### config.mk
export PLATFORM = sky130hd
export DESIGN_NAME = fbp_block_protect
export DESIGN_NICKNAME = d
export VERILOG_FILES = /design/src/design/fbp_pkg.sv /design/src/design/fbp_block_protect.sv /design/src/design/fbp_protect_store.sv
export SDC_FILE = /design/constraint.sdc
export NUM_CORES = 1
export LEC_CHECK = 0
export BUFFER_PORTS_ARGS = -buffer_cell sky130_fd_sc_hd__buf_2
export CAP_MARGIN = 20
export CORE_MARGIN = 5
export CORE_UTILIZATION = 45
export DETAILED_ROUTE_END_ITERATION = 10
export HOLD_SLACK_MARGIN = 0.03
export PLACE_DENSITY = 0.83
export RECOVER_POWER = 25
export SLEW_MARGIN = 20
export SYNTH_ARGS = -nofsm -noshare
export SYNTH_HDL_FRONTEND = slang
export SYNTH_HIERARCHICAL = 1
export SYNTH_SLANG_ARGS = --single-unit
### constraint.sdc
create_clock -name I_CLK -period 3.3 [get_ports I_CLK]
set_clock_uncertainty 0.2 [all_clocks]
set_input_delay 0.66 -clock I_CLK [delete_from_list [all_inputs] [get_ports I_CLK]]
set_output_delay 0.66 -clock I_CLK [all_outputs]
set_load 0.01 [all_outputs]
### src/design/fbp_pkg.sv
package fbp_pkg;

  localparam int unsigned ADDR_W = 16;
  localparam int unsigned DATA_W = 32;

  // Register offsets on the APB bus (byte addresses).
  localparam logic [11:0] OFF_PROTECT_START = 12'h000;
  localparam logic [11:0] OFF_CONTROL = 12'h004;
  localparam logic [11:0] OFF_TARGET = 12'h008;
  localparam logic [11:0] OFF_STATUS = 12'h00C;
  localparam logic [11:0] OFF_START_ADDR = 12'h010;

  // Control register field positions.
  localparam int unsigned CTL_PGM_BIT = 0;
  localparam int unsigned CTL_ERASE_BIT = 1;
  localparam int unsigned CTL_MASS_BIT = 2;
  localparam int unsigned CTL_HIGH_VOLTAGE_ENABLE_BIT = 3;

  // Flash array location of the protect byte and its erased value.
  localparam logic [ADDR_W-1:0] PROTECT_BYTE_ADDR = 16'hFFBE;
  localparam logic [7:0] PROTECT_ERASED = 8'hFF;
  localparam logic [1:0] START_TOP_BITS = 2'h3;
  localparam logic [5:0] START_LOW_BITS = 6'h00;
  localparam logic [ADDR_W-1:0] FLASH_LAST_ADDR = 16'hFFFF;
  localparam logic [7:0] WHOLE_PROTECT_LIMIT = 8'hB8;

  localparam logic [7:0] PROTECT_RESET = 8'hFF;
  localparam logic [ADDR_W-1:0] TARGET_RESET = 16'h0000;

  typedef struct packed {
    logic high_voltage_enable;
    logic mass;
    logic erase;
    logic program_select;
  } fbp_ctl_t;

  localparam fbp_ctl_t CTL_RESET = '{high_voltage_enable: 1'b0, mass: 1'b0, erase: 1'b0, program_select: 1'b0};

  typedef enum logic [1:0] {
    LD_IDLE = 2'b00,
    LD_READ = 2'b01,
    LD_DONE = 2'b10
  } fbp_load_t;

endpackage : fbp_pkg

### src/design/fbp_block_protect.sv
// The APB slave port and the address map are this design's own decisions.
`timescale 1ns/100ps
module fbp_block_protect (
  input wire logic I_CLK,
  input wire logic I_ARST_N,
  input wire logic I_CE,
  input wire logic I_PSEL,
  input wire logic I_PENABLE,
  input wire logic I_PWRITE,
  input wire logic [11:0] I_PADDR,
  input wire logic [31:0] I_PWDATA,
  output logic [31:0] O_PRDATA,
  output logic O_PREADY,
  output logic O_PSLVERR,
  input wire logic I_FLASH_RD_VALID,
  input wire logic [7:0] I_FLASH_RD_DATA,
  output logic O_FLASH_RD_REQ,
  output logic [15:0] O_FLASH_RD_ADDR,
  input wire logic I_FLASH_PROG,
  input wire logic [15:0] I_FLASH_PROG_ADDR,
  input wire logic [7:0] I_FLASH_PROG_DATA,
  input wire logic I_TEST_ENTRY_VOLTAGE,
  output logic O_HIGH_VOLTAGE_ENABLE,
  output logic O_PROGRAM_SELECT,
  output logic O_ERASE_SELECT,
  output logic O_MASS_SELECT,
  output logic [15:0] O_TARGET_ADDR,
  output logic O_TARGET_PROTECTED,
  output logic O_LOADED
);

  fbp_pkg::fbp_load_t ld_reg;
  fbp_pkg::fbp_load_t ld_next;
  fbp_pkg::fbp_ctl_t ctl_reg;
  fbp_pkg::fbp_ctl_t ctl_next;
  logic [15:0] target_reg;
  logic [15:0] target_next;
  logic [31:0] rdata_reg;
  logic [31:0] rdata_next;
  logic [7:0] protect_start_bits;
  logic store_we;
  logic [7:0] store_wdata;
  logic [15:0] start_addr;
  logic any_protect;
  logic target_prot;
  logic byte_prot;
  logic prog_hit;
  logic bus_wr;
  logic bus_rd;

  // The mirror of the protect byte; only the load and program paths write it.
  fbp_protect_store u_store (
    .i_clk(I_CLK),
    .i_arst_n(I_ARST_N),
    .i_ce(I_CE),
    .i_we(store_we),
    .i_wdata(store_wdata),
    .o_rdata(protect_start_bits)
  );

  // Start address from the protect bits on a 64-byte grid.
  assign start_addr = {fbp_pkg::START_TOP_BITS, protect_start_bits,
                       fbp_pkg::START_LOW_BITS};
  assign any_protect = (protect_start_bits != fbp_pkg::PROTECT_ERASED);
  // Values up to B8 yield starts at or below EE00, so the array is covered.
  assign target_prot = any_protect && (target_reg >= start_addr)
                       && (target_reg <= fbp_pkg::FLASH_LAST_ADDR);
  // With FE the start is FF80; any protected value shields the protect byte unless the test entry voltage is high.
  assign byte_prot = any_protect && !I_TEST_ENTRY_VOLTAGE;

  // Mirror the stored byte: loaded after reset, then tracks its programming while unprotected or at test entry voltage.
  assign prog_hit = I_FLASH_PROG && (I_FLASH_PROG_ADDR == fbp_pkg::PROTECT_BYTE_ADDR);

  always_comb begin
    ld_next = ld_reg;
    store_we = 1'b0;
    store_wdata = I_FLASH_RD_DATA;
    case (ld_reg)
      fbp_pkg::LD_IDLE: begin
        // One idle cycle after reset lets the array settle before the fetch.
        ld_next = fbp_pkg::LD_READ;
      end
      fbp_pkg::LD_READ: begin
        // The request stays up for as long as the array takes to answer.
        if (I_FLASH_RD_VALID) begin
          store_we = 1'b1;
          ld_next = fbp_pkg::LD_DONE;
        end
      end
      fbp_pkg::LD_DONE: begin
        if (prog_hit && !byte_prot) begin
          store_we = 1'b1;
          // Programming can only clear bits: the stored byte is ANDed with the data.
          store_wdata = I_FLASH_PROG_DATA & protect_start_bits;
        end
      end
      default: begin
        // An unknown state restarts the fetch rather than trust the mirrored byte.
        ld_next = fbp_pkg::LD_IDLE;
      end
    endcase
  end

  // Writes take effect at the access edge; reads are captured at the setup edge so that
  // the read data leave a register and stand through the whole access phase.
  assign bus_wr = I_PSEL && I_PENABLE && I_PWRITE;
  assign bus_rd = I_PSEL && !I_PENABLE && !I_PWRITE;

  // Control register: operation select interlock and the high-voltage gate.
  always_comb begin
    ctl_next = ctl_reg;
    if (bus_wr && (I_PADDR == fbp_pkg::OFF_CONTROL)) begin
      ctl_next.program_select = I_PWDATA[fbp_pkg::CTL_PGM_BIT];
      ctl_next.erase = I_PWDATA[fbp_pkg::CTL_ERASE_BIT];
      ctl_next.mass = I_PWDATA[fbp_pkg::CTL_MASS_BIT];
      // Program and erase are interlocked: asking for both keeps the old pair.
      if (ctl_next.program_select && ctl_next.erase) begin
        ctl_next.program_select = ctl_reg.program_select;
        ctl_next.erase = ctl_reg.erase;
      end
      // High voltage only for a selected, unprotected, permitted operation.
      // It is judged against the target already latched, so set the target first.
      ctl_next.high_voltage_enable = I_PWDATA[fbp_pkg::CTL_HIGH_VOLTAGE_ENABLE_BIT]
                      && (ctl_next.program_select || ctl_next.erase)
                      && !target_prot
                      && !(ctl_next.erase && ctl_next.mass && any_protect);
    end
  end

  always_comb begin
    target_next = target_reg;
    if (bus_wr && (I_PADDR == fbp_pkg::OFF_TARGET)) begin
      target_next = I_PWDATA[15:0];
    end
    // The protect-start offset has no write path; a bus write there changes nothing.
    if (bus_wr && (I_PADDR == fbp_pkg::OFF_PROTECT_START)) begin
      target_next = target_reg;
    end
  end

  // Read data for the addressed register, captured in the setup phase.
  always_comb begin
    rdata_next = rdata_reg;
    if (bus_rd) begin
      case (I_PADDR)
        fbp_pkg::OFF_PROTECT_START: rdata_next = {24'h000000, protect_start_bits};
        fbp_pkg::OFF_CONTROL: rdata_next = {28'h0000000, ctl_reg};
        fbp_pkg::OFF_TARGET: rdata_next = {16'h0000, target_reg};
        // Status: bit 2 loaded, bit 1 any protection, bit 0 target protected.
        fbp_pkg::OFF_STATUS: rdata_next = {29'h0000000, ld_reg == fbp_pkg::LD_DONE,
                                           any_protect, target_prot};
        fbp_pkg::OFF_START_ADDR: rdata_next = {16'h0000, start_addr};
        default: rdata_next = 32'h00000000;
      endcase
    end
  end

  // All state holds while the clock enable is low.
  always_ff @(posedge I_CLK or negedge I_ARST_N) begin
    if (!I_ARST_N) begin
      ld_reg <= fbp_pkg::LD_IDLE;
    end else if (I_CE) begin
      ld_reg <= ld_next;
    end
  end

  always_ff @(posedge I_CLK or negedge I_ARST_N) begin
    if (!I_ARST_N) begin
      ctl_reg <= fbp_pkg::CTL_RESET;
    end else if (I_CE) begin
      ctl_reg <= ctl_next;
    end
  end

  always_ff @(posedge I_CLK or negedge I_ARST_N) begin
    if (!I_ARST_N) begin
      target_reg <= fbp_pkg::TARGET_RESET;
    end else if (I_CE) begin
      target_reg <= target_next;
    end
  end

  always_ff @(posedge I_CLK or negedge I_ARST_N) begin
    if (!I_ARST_N) begin
      rdata_reg <= 32'h00000000;
    end else if (I_CE) begin
      rdata_reg <= rdata_next;
    end
  end

  // Every access completes with no wait state and no error.
  assign O_PREADY = 1'b1;
  assign O_PSLVERR = 1'b0;
  assign O_PRDATA = rdata_reg;

  // The fetch address is fixed: the protect byte has one home in the array.
  assign O_FLASH_RD_REQ = (ld_reg == fbp_pkg::LD_READ);
  assign O_FLASH_RD_ADDR = fbp_pkg::PROTECT_BYTE_ADDR;

  assign O_HIGH_VOLTAGE_ENABLE = ctl_reg.high_voltage_enable;
  assign O_PROGRAM_SELECT = ctl_reg.program_select;
  assign O_ERASE_SELECT = ctl_reg.erase;
  assign O_MASS_SELECT = ctl_reg.mass;
  assign O_TARGET_ADDR = target_reg;
  assign O_TARGET_PROTECTED = target_prot;
  assign O_LOADED = (ld_reg == fbp_pkg::LD_DONE);

endmodule : fbp_block_protect

### src/design/fbp_protect_store.sv
`timescale 1ns/100ps
// Holds the protect byte mirrored from the flash array; data leave a register.
module fbp_protect_store (
  input wire logic i_clk,
  input wire logic i_arst_n,
  input wire logic i_ce,
  input wire logic i_we,
  input wire logic [7:0] i_wdata,
  output logic [7:0] o_rdata
);

  logic [7:0] store_reg;
  logic [7:0] store_next;

  always_comb begin
    store_next = store_reg;
    if (i_we) begin
      store_next = i_wdata;
    end
  end

  always_ff @(posedge i_clk or negedge i_arst_n) begin
    if (!i_arst_n) begin
      store_reg <= fbp_pkg::PROTECT_RESET;
    end else if (i_ce) begin
      store_reg <= store_next;
    end
  end

  assign o_rdata = store_reg;

endmodule : fbp_protect_store

Yosys cells after proc, flatten, opt, wreduce, memory -nomap -nowiden --
Index checks and enable logic that the tools add are counted.
Operators by class: multiplexer cells 10, reductions and logical operators 32, eq/ne operators 9, bitwise operators 3, magnitude comparators 2
Operators by type and width (number):
- one-hot mux 16 bit (5 select lines) | 1
- equality test 12 x 4 -> 1 bit (second input constant) | 2
- logical AND 1 bit | 18
- equality test 16 bit (second input constant) | 1
- >= comparator 16 bit | 1
- less-or-equal comparator 16 bit (second input constant) | 1
- 2-to-1 mux 8 bit | 2
- equality test 12 x 3 -> 1 bit (second input constant) | 1
- equality test 12 x 5 -> 1 bit (second input constant) | 1
- logical NOT 12 bit | 1
- bitwise AND 8 bit | 1
- != test 8 bit (second input constant) | 1
- logical NOT 1 bit | 6
- 2-to-1 mux 2 bit | 3
- one-hot mux 2 bit (3 select lines) | 1
- AND reduction 2 bit | 3
- AND reduction 3 bit | 2
- equality test 2 x 1 -> 1 bit (second input constant) | 1
- equality test 2 bit (second input constant) | 1
- logical NOT 2 bit | 1
- 2-to-1 mux 1 bit | 2
- != test 2 bit (second input constant) | 1
- inverter 1 bit | 2
- one-hot mux 1 bit (2 select lines) | 1
- logical OR 1 bit | 1
Word-level totals: logic and storage cells 64, register bits after elaboration 62, output and inout bits 73, input bits 85

Longest topological paths before layout --
Gate-level depths: netlist of run 1.
depth after elaboration 8, mapped depth 9, depth with buffers taken out 9

Hierarchy --
The synthesis of run 1 kept the hierarchy.
By module, submodules not included:
- fbp_block_protect | cells each 274, area each 2565.0 um^2, seq. area each 950.9 um^2, instances 1
- fbp_protect_store | cells each 17, area each 306.5 um^2, seq. area each 210.2 um^2, instances 1

Worst setup path after synthesis of run 1 --
No wires, ideal clock.
path type reg-to-output, start reg u_store.store_reg[1] (netlist: u_store/o_rdata[1]), end out O_TARGET_PROTECTED, required time 2.440 ns, setup slack 0.785 ns, cell stages (with the launch flop) 7, path buffers 0, data arrival time 1.655 ns, path through dfstp_2 inv_1 ha_1 nor4bb_1 a221o_1 a211oi_1 nor2_1
On the way: word-level cells in the longest chain between the ends 3, elaborated cells between the ends (all ways) 4, those cells by class order compare (1); eq/ne (1); reduce/logical (2)
Ends and longest elaborated chain:
- from (decl) | RTL line fbp_protect_store.sv:12 | logic [7:0] store_reg;
- from (signal assigned) | RTL line fbp_protect_store.sv:24 | store_reg <= fbp_pkg::PROTECT_RESET;
- from (signal assigned) | RTL line fbp_protect_store.sv:26 | store_reg <= store_next;
- >= comparator 16 bit / != test 8 bit (equally long branches) | RTL line fbp_block_protect.sv:66, fbp_block_protect.sv:64
- logical AND 1 bit * | RTL line fbp_block_protect.sv:66 | assign target_prot = any_protect && (target_reg >= start_addr)
- logical AND 1 bit * | RTL line fbp_block_protect.sv:67 | && (target_reg <= fbp_pkg::FLASH_LAST_ADDR);
- to (decl) | RTL line fbp_block_protect.sv:28 | output logic O_TARGET_PROTECTED,
Mark *: on every way between the ends. The rest lies on a longest branch, timed or not.

Final worst setup path of run 1 --
Same ends and word-level chain as after synthesis.

==> reports/metrics.csv, run 1 <==
stage,metric,value,unit
clock_network,Num CTS Buffers,5,
route,Routed WL per cell,15.9,um
worst_setup_path,Startpoint Class,flop,
sta,setup violators final,0,
power_and_ir_drop,"Power, Total",1490,uW
cells_and_area,layout filler cell count,590,
floorplanning,die width,89.9,um
sta,worst-margin pin slew,1130,ps
power_and_ir_drop,Flop pwr share,51.3,%
yosys,Syn. warnings,6,
route,DRC Markers,0,
yosys,#FFs+latches synth,46,
power_and_ir_drop,maximum VDD drop,0.241,mV
yosys,syn_area_per_cell,9.87,um2
power_and_ir_drop,clock power share,23.7,%
placement,area post-placement,3350,um2
yosys,Yosys top cell by area,dfrtp_1,
clock_network,"Reg clk slew, reported paths",80,ps
cells_and_area,area of the multi-input gates,1460,um2
worst_setup_path,Critical R2R Launch,u_store/o_rdata[7]$_DFFE_PN1P_,
power_and_ir_drop,PwrDens,432,nW/um2
cells_and_area,register area,1160,um2
sta,Fin Setup TNS,0,ps
clock_network,# Post-CTS Setup Buffers,0,
route,WL final,7610,um
clock_network,cts repair resizes,0,
floorplanning,initial core utilization,45.7,%
cells_and_area,Final #Nets,495,
sta,fmax,326,MHz
cells_and_area,share of cells above drive strength 1,40.0,%
yosys,Post-synth ARST share,100,%
sta,final worst-path cycle share,92.9,%
worst_setup_path,Worst Setup SP,u_store/o_rdata[1]$_DFFE_PN1P_,
yosys,top-count cell post-synth,dfrtp_1,
yosys,sequential share of the synthesized area,40.4,%
floorplanning,Ports,158,
floorplanning,die height,89.9,um
worst_setup_path,CP endpoint kind,primary output,
worst_setup_path,CP Cell Sequence,inv_1 > ha_1 > nor4bb_1 > a221o_1 > a211oi_2 > nor2_1 > buf_2,
clock_network,Clock Tree Buf Depth,2,
sta,Final Max Slew Viols,0,
floorplanning,core area,6280,um2
sta,endpoints failing hold,0,
yosys,number of enable flip-flop cells after synthesis,0,
yosys,Synth top area share,33.1,%
placement,HPWL after detailed placement,6000,um
clock_network,Hold Buf Count CTS,0,
sta,Period minus WS final,3070,ps
floorplanning,die area,8080,um2
cells_and_area,area growth from synthesis to layout,20.2,%
power_and_ir_drop,Pleak,0.00190,uW
yosys,Yosys cell types,46,
route,"antenna viol nets, final",0,
route,drt initial violations,116,
worst_hold_path,Hold Path Class,reg -> reg,
placement,routability-driven placement congestion ratio,0.833,
global_routing,grt ovf,0,
worst_setup_path,"slowest stage delay, CP",590,ps
yosys,Syn Std Cell Area,2870,um2
job,max-cap violations,0,
clock_network,Skew-Pair Late Insertion Delay,300,ps
worst_setup_path,CP max stage cell,dfstp_2,
global_routing,initial antenna violation count,1,
worst_setup_path,required time worst endpoint,2440,ps
sta,max_slew headroom,24.8,%
route,number of iterations in the first detailed-routing pass,4,
clock_network,Clock H-tree levels,2,
global_routing,largest net degree at the start of global routing,47,
global_routing,Total GRT Usage,18.6,%
route,post-DR vias/cell,5.09,
status,outcome,"finished, final reports clean",
worst_setup_path,Critical Path Fanout Max,6,
cells_and_area,post-route cell area,3450,um2
clock_network,CTS root buf,clkbuf_8,
sta,RSZ-0062 raised after global routing,false,
power_and_ir_drop,Psw,479,uW
yosys,Mapped Cells,291,
power_and_ir_drop,cell internal pwr,1010,uW
yosys,Post-synth top flop,dfrtp_1,
worst_hold_path,Hold Path Origin,O_PRDATA[12]$_DFFE_PN0P_,
power_and_ir_drop,Net Sw Frac,32.1,%
global_routing,number of global-route vias before repair,2439,
floorplanning,row count,29,
yosys,main area contributors after synthesis,"dfrtp_1 33%, mux2_2 9.4%, buf_4 9.2%",
clock_network,CTS tree,built,
worst_setup_path,"Worst Path Class, Setup",reg -> out,
clock_network,number of clock sinks,46,
yosys,most common library cells after synthesis,"38 x dfrtp_1, 35 x buf_4, 31 x nand2_1, 24 x mux2_2, 23 x inv_1",
placement,I/O Buffers,107,
route,vias,2431,
worst_setup_path,CP arrival,2210,ps
global_routing,global-route wire length before repair,12300,um
power_and_ir_drop,Comb power frac,24.9,%
[layout by cell type, fill, tap and decap left out, types with 3 or more instances in the layout]
cell	count
buf_4	3
buf_2	106
nand2_1	31
mux2i_1	15
dfstp_2	8
mux2_2	24
a21oi_1	13
nor2_1	15
inv_1	23
conb_1	34
nor3_1	4
a22oi_1	6
ha_1	11
clkbuf_8	6
dfrtp_1	38
o21ai_0	16
nand4_1	9
[power by group through the flow]
stage / clock [uW] / combinational, uW / sequential [uW]
3_5_place_dp: 0 / 371 / 773
5_1_grt: 395 / 422 / 778
2_1_floorplan: 0 / 287 / 729
6_report: 354 / 372 / 766
4_1_cts: 367 / 374 / 762
3_3_place_gp: 0 / 350 / 768
[cells by family (layout without fill, tap and decap cells)]
group	count (synthesis)	after routing	synth area share, %
other	2	35	0.262
adders and majority gates	11	11	4.79
and+or+nand+nor	77	77	14.6
DFF	46	46	40.4
muxes	41	41	15.9
buffers and inverters	64	141	13.2
AOI/OAI and AO/OA	50	50	10.8
[cell type report]
type,instances,share of cell area (%)
antenna,1,0.0725
clock buffer,7,2.50
clock inverter,1,0.145
inverter,23,2.50
multi-input combinational,213,42.2
sequential,46,33.6
tap,77,2.79
timing repair buffer,110,16.2
[layer usage]
| layer | share of wire [%] | vias to the layer above | global-route usage, % |
|---|---|---|---|
| met2 | 47 | 134 | 30.4 |
| met4 | 2.4 | 0 | 6.95 |
| li1 | - | 1168 | - |
| met5 | 0 | - | 0 |
| met1 | 40 | 1114 | 23.0 |
| met3 | 10 | 15 | 5.76 |
[through the flow]
stage	worst slack (ps)	std cells	hold slack, ps	utilization (%)
3_5_place_dp	391	469	269	53.4
3_3_place_gp	417	469	253	53.4
5_1_grt	112	478	314	55.0
4_1_cts	61.3	477	288	54.9
6_report	234	478	282	55.0
2_1_floorplan	785	323	164	-
[worst paths after layout]
| kind | slack (ps) | endpoint | cells after the start |
|---|---|---|---|
| worst max-delay path | 230 | O_TARGET_PROTECTED | 7 |
| worst min-delay path | 280 | O_PRDATA[12]$_DFFE_PN0P_ | 2 |
| worst max register to register | 800 | O_PRDATA[0]$_DFFE_PN0P_ | 7 |
| worst min register to register | 280 | O_PRDATA[12]$_DFFE_PN0P_ | 2 |
| max in group asynchronous | 1850 | O_TARGET_ADDR[1]$_DFFE_PN0P_ | 1 |
| min in group asynchronous | 370 | O_PRDATA[15]$_DFFE_PN0P_ | 1 |
[worst max-delay path, delay by kind of cell (launching register included)]
kind / cells / cell delay, ps
AO/OA/AOI/OAI: 2 / 620
adder cells (fa/ha/maj): 1 / 280
buffers and inverters: 2 / 210
flip-flops: 1 / 590
AND/OR/NAND/NOR: 2 / 200
(Power assumes the default switching activity.)
==> run 2: changes to the inputs <==
- PLACE_DENSITY: 0.83 -> 0.81
==> reports/metrics.csv, run 2 (synthesis gave the netlist of run 1 again) <==
stage,metric,value,unit
cells_and_area,area growth from synthesis to layout,21.1,%
placement,routability-driven placement congestion ratio,0.869,
worst_setup_path,Critical R2R Launch,u_store/o_rdata[1]$_DFFE_PN1P_,
cells_and_area,share of cells above drive strength 1,40.1,%
clock_network,CTS root buf,clkbuf_8,
job,max-cap violations,0,
cells_and_area,"commonest cells after routing, fill and taps aside","106 x buf_2, 38 x dfrtp_1, 34 x conb_1, 31 x nand2_1, 24 x mux2_2",
placement,I/O Buffers,107,
power_and_ir_drop,Pleak,0.00191,uW
global_routing,grt ovf,0,
clock_network,Clock H-tree levels,2,
clock_network,number of clock sinks,46,
route,DRC Markers,0,
route,"antenna viol nets, final",0,
clock_network,Num CTS Buffers,5,
worst_hold_path,Hold Path Class,reg -> reg,
worst_setup_path,required time worst endpoint,2440,ps
sta,endpoints failing hold,0,
sta,Final WS setup,187,ps
sta,worst-margin pin slew,1130,ps
clock_network,"Reg clk slew, reported paths",90,ps
route,vias,2477,
cells_and_area,fin cells,479,
clock_network,cts repair resizes,0,
floorplanning,row count,29,
sta,hold slack,291,ps
route,post-DR vias/cell,5.17,
route,drt initial violations,129,
global_routing,global-route wire length before repair,11900,um
worst_setup_path,Startpoint Class,flop,
power_and_ir_drop,maximum VDD drop,0.365,mV
sta,RSZ-0062 raised after global routing,false,
status,outcome,"finished, final reports clean",
placement,DP Worst Slack,528,ps
worst_setup_path,RR Endpoint,O_PRDATA[0]$_DFFE_PN0P_,
global_routing,initial antenna violation count,1,
worst_setup_path,Critical Path Fanout Max,6,
floorplanning,core area,6280,um2
floorplanning,Ports,158,
global_routing,Total GRT Usage,17.8,%
floorplanning,initial core utilization,45.7,%
worst_setup_path,CP arrival,2250,ps
worst_setup_path,"Worst Path Class, Setup",reg -> out,
clock_network,CTS tree,built,
sta,Final Max Slew Viols,0,
cells_and_area,"commonest non-fill, non-tap cell in the layout",buf_2,
worst_setup_path,Register-to-Register Path Depth,8,
global_routing,number of global-route vias before repair,2372,
sta,setup violators final,0,
clock_network,# Post-CTS Setup Buffers,0,
route,WL final,7510,um
worst_setup_path,worst setup path end,O_TARGET_PROTECTED,
route,Routed WL per cell,15.7,um
sta,final worst-path cycle share,94.3,%
floorplanning,die width,89.9,um
placement,HPWL after detailed placement,5850,um
sta,max_slew headroom,24.9,%
sta,Fin Setup TNS,0,ps
clock_network,Skew-Pair Late Insertion Delay,300,ps
worst_setup_path,Worst Setup SP,u_store/o_rdata[1]$_DFFE_PN1P_,
floorplanning,die height,89.9,um
floorplanning,die area,8080,um2
clock_network,Hold Buf Count CTS,0,
sta,fmax,321,MHz
cells_and_area,Final #Nets,496,
route,number of iterations in the first detailed-routing pass,5,
sta,Period minus WS final,3110,ps
placement,Cell Count Post-Placement,470,
power_and_ir_drop,PwrDens,449,nW/um2
worst_setup_path,CP endpoint kind,primary output,
global_routing,largest net degree at the start of global routing,47,
clock_network,Clock Tree Buf Depth,2,
worst_setup_path,R2R setup slack,740,ps
==> run 2: power by group <==
part           internal, uW  leakage [uW]  switching (uW)
clock network           225     0.0000504             198
registers               663      0.000607             104
logic                   181       0.00125             189
==> run 2: worst min path at each step <==
stage	startpoint	to	slack (ps)	cells past startpoint
after floorplan	I_ARST_N	O_ERASE_SELECT$_DFFE_PN0P_	160	0
after global placement	O_PRDATA[5]$_DFFE_PN0P_	O_PRDATA[5]$_DFFE_PN0P_	250	2
after detailed placement	O_PRDATA[14]$_DFFE_PN0P_	O_PRDATA[14]$_DFFE_PN0P_	270	2
after CTS	O_PRDATA[14]$_DFFE_PN0P_	O_PRDATA[14]$_DFFE_PN0P_	290	2
after global routing	O_PRDATA[2]$_DFFE_PN0P_	O_PRDATA[2]$_DFFE_PN0P_	340	2
final	O_PRDATA[1]$_DFFE_PN0P_	O_PRDATA[1]$_DFFE_PN0P_	290	2
==> run 2: through the flow <==
stage / utilization (%) / total power (uW) / instance area [um2]
detailed placement: 53.5 / 1140 / 3360
global placement: 53.5 / 1110 / 3360
CTS: 55.4 / 1570 / 3470
floorplan: - / 1020 / 2990
global route: 55.4 / 1640 / 3480
finish: 55.4 / 1560 / 3480
==> run 2: per-layer routing <==
| layer | up-vias | part of all wire, % | track usage [%] |
|---|---|---|---|
| met5 | - | 0 | 0 |
| met4 | 0 | 3.2 | 7.44 |
| met3 | 16 | 9.2 | 4.67 |
| met2 | 132 | 48 | 29.8 |
| met1 | 1156 | 39 | 21.7 |
| li1 | 1173 | - | - |
==> run 2: critical path, cell delays in order (launching register included) <==
cell and delay, ps:
dfstp_2 600, inv_1 60, ha_1 300, nor4bb_1 140, a221o_1 300, a211oi_1 210
buf_4 170, nor2_1 40, buf_2 150
==> run 2: layout make-up <==
class | count | area, um2
fill | 574 | 2800
multi-input combinational | 213 | 1450
sequential | 46 | 1160
timing repair buffer | 111 | 566
tap | 77 | 96.3
inverter | 23 | 86.3
clock buffer | 5 | 68.8
clock inverter | 3 | 45.0
antenna | 1 | 2.50
==> run 3: changes to the inputs <==
- CORE_UTILIZATION: 45 -> 24
- PLACE_DENSITY: 0.81 -> 0.48
==> reports/metrics.csv, run 3 (synthesis gave the netlist of run 1 again) <==
stage,metric,value,unit
worst_setup_path,Critical R2R Launch,u_store/o_rdata[7]$_DFFE_PN1P_,
worst_setup_path,R2R setup slack,860,ps
sta,Fin Setup TNS,0,ps
clock_network,Hold Buf Count CTS,0,
floorplanning,initial core utilization,24.2,%
route,DRC Markers,0,
worst_setup_path,required time worst endpoint,2440,ps
cells_and_area,"commonest non-fill, non-tap cell in the layout",buf_2,
sta,Period minus WS final,3040,ps
floorplanning,row count,40,
clock_network,Clock H-tree levels,2,
job,max-cap violations,0,
global_routing,number of global-route vias before repair,2522,
global_routing,grt ovf,0,
sta,Final Max Slew Viols,0,
floorplanning,die area,14300,um2
route,drt initial violations,73,
route,number of iterations in the first detailed-routing pass,4,
route,routed wl met2,4120,um
global_routing,largest net degree at the start of global routing,23,
worst_hold_path,hold path depth,2,
status,outcome,"finished, final reports clean",
clock_network,CTS tree,built,
route,"antenna viol nets, final",0,
sta,worst-margin pin slew,1210,ps
floorplanning,die width,119,um
global_routing,global-route wire length before repair,13800,um
placement,HPWL after detailed placement,7080,um
route,post-DR vias/cell,4.33,
clock_network,number of clock sinks,46,
floorplanning,die height,119,um
sta,final worst-path cycle share,92.2,%
sta,setup violators final,0,
floorplanning,Ports,158,
worst_setup_path,"Worst Path Class, Setup",reg -> out,
route,met3 wire len,609,um
sta,endpoints failing hold,0,
sta,RSZ-0062 raised after global routing,false,
worst_setup_path,Register-to-Register Path Depth,7,
worst_setup_path,RR Endpoint,O_PRDATA[0]$_DFFE_PN0P_,
power_and_ir_drop,"Power, Total",1680,uW
global_routing,Total GRT Usage,12.2,%
cells_and_area,area growth from synthesis to layout,26.8,%
power_and_ir_drop,Pleak,0.00195,uW
global_routing,initial antenna violation count,0,
clock_network,"Reg clk slew, reported paths",60,ps
clock_network,cts repair resizes,0,
cells_and_area,share of cells above drive strength 1,40.1,%
route,WL final,8610,um
worst_setup_path,CP endpoint kind,primary output,
worst_setup_path,Critical Path Fanout Max,3,
worst_setup_path,CP arrival,2180,ps
cells_and_area,layout filler cell count,1277,
clock_network,CTS root buf,clkbuf_16,
placement,I/O Buffers,107,
sta,fmax,329,MHz
worst_hold_path,Hold Path Origin,O_PRDATA[10]$_DFFE_PN0P_,
power_and_ir_drop,PwrDens,462,nW/um2
cells_and_area,post-route cell area,3640,um2
power_and_ir_drop,maximum VDD drop,0.179,mV
clock_network,# Post-CTS Setup Buffers,0,
route,max layer used,met4,
clock_network,Skew-Pair Late Insertion Delay,280,ps
placement,routability-driven placement congestion ratio,0.810,
floorplanning,core area,11900,um2
sta,max_slew headroom,19.5,%
worst_hold_path,Hold Path Class,reg -> reg,
cells_and_area,Final #Nets,504,
worst_setup_path,Startpoint Class,flop,
route,vias,2409,
placement,area post-placement,3510,um2
cells_and_area,"commonest cells after routing, fill and taps aside","106 x buf_2, 38 x dfrtp_1, 34 x conb_1, 31 x nand2_1, 24 x mux2_2",
sta,hold slack,276,ps
clock_network,Num CTS Buffers,5,
clock_network,Clock Tree Buf Depth,2,
cells_and_area,number of diodes,0,
route,Routed WL per cell,15.5,um
worst_hold_path,Hold Path Sink,O_PRDATA[10]$_DFFE_PN0P_,
route,WL met1,3790,um
-- run 3: worst max path at each step --
stage,from,endpoint,slack [ps]
3_5_place_dp,u_store/o_rdata[1]$_DFFE_PN1P_,O_TARGET_PROTECTED,390
3_3_place_gp,u_store/o_rdata[1]$_DFFE_PN1P_,O_TARGET_PROTECTED,410
4_1_cts,u_store/o_rdata[1]$_DFFE_PN1P_,O_TARGET_PROTECTED,60
5_1_grt,u_store/o_rdata[1]$_DFFE_PN1P_,O_TARGET_PROTECTED,120
6_report,u_store/o_rdata[1]$_DFFE_PN1P_,O_TARGET_PROTECTED,260
2_1_floorplan,u_store/o_rdata[1]$_DFFE_PN1P_,O_TARGET_PROTECTED,790
-- run 3: through the flow --
stage | worst slack [ps] | instances | util [%]
global placement | 414 | 548 | 29.6
detailed placement | 392 | 548 | 29.6
floorplan | 785 | 323 | -
global route | 118 | 556 | 30.7
CTS | 60.8 | 556 | 30.7
finish | 257 | 556 | 30.7
-- run 3: routing by layer --
layer  up-vias  track usage (%)
met3         7             3.47
met5         -                0
met4         0             2.51
met1      1131             15.8
li1       1183                -
met2        88             20.2
-- run 3: layout make-up --
cell class / count / area, um2 / area share (%)
Timing Repair Buffer: 119 / 617 / 16.9
Inverter: 23 / 86.3 / 2.37
Tap cell: 147 / 184 / 5.05
Clock buffer: 8 / 136 / 3.75
Multi-Input combinational cell: 213 / 1460 / 40.0
Sequential cell: 46 / 1160 / 31.9
-- run 3: power breakdown --
part	switching, uW	leakage, uW	internal, uW	total, uW
clock	197	0.0000652	282	479
combinational	262	0.00128	225	486
sequential	57.0	0.000607	661	718
total	516	0.00195	1170	1680
-- run 3: critical path, cell delays in order (launching register included) --
cell	delay, ps
dfstp_2	530
inv_1	50
ha_1	280
nor4bb_1	130
a221o_1	320
a211oi_2	330
nor2_1	100
buf_2	160
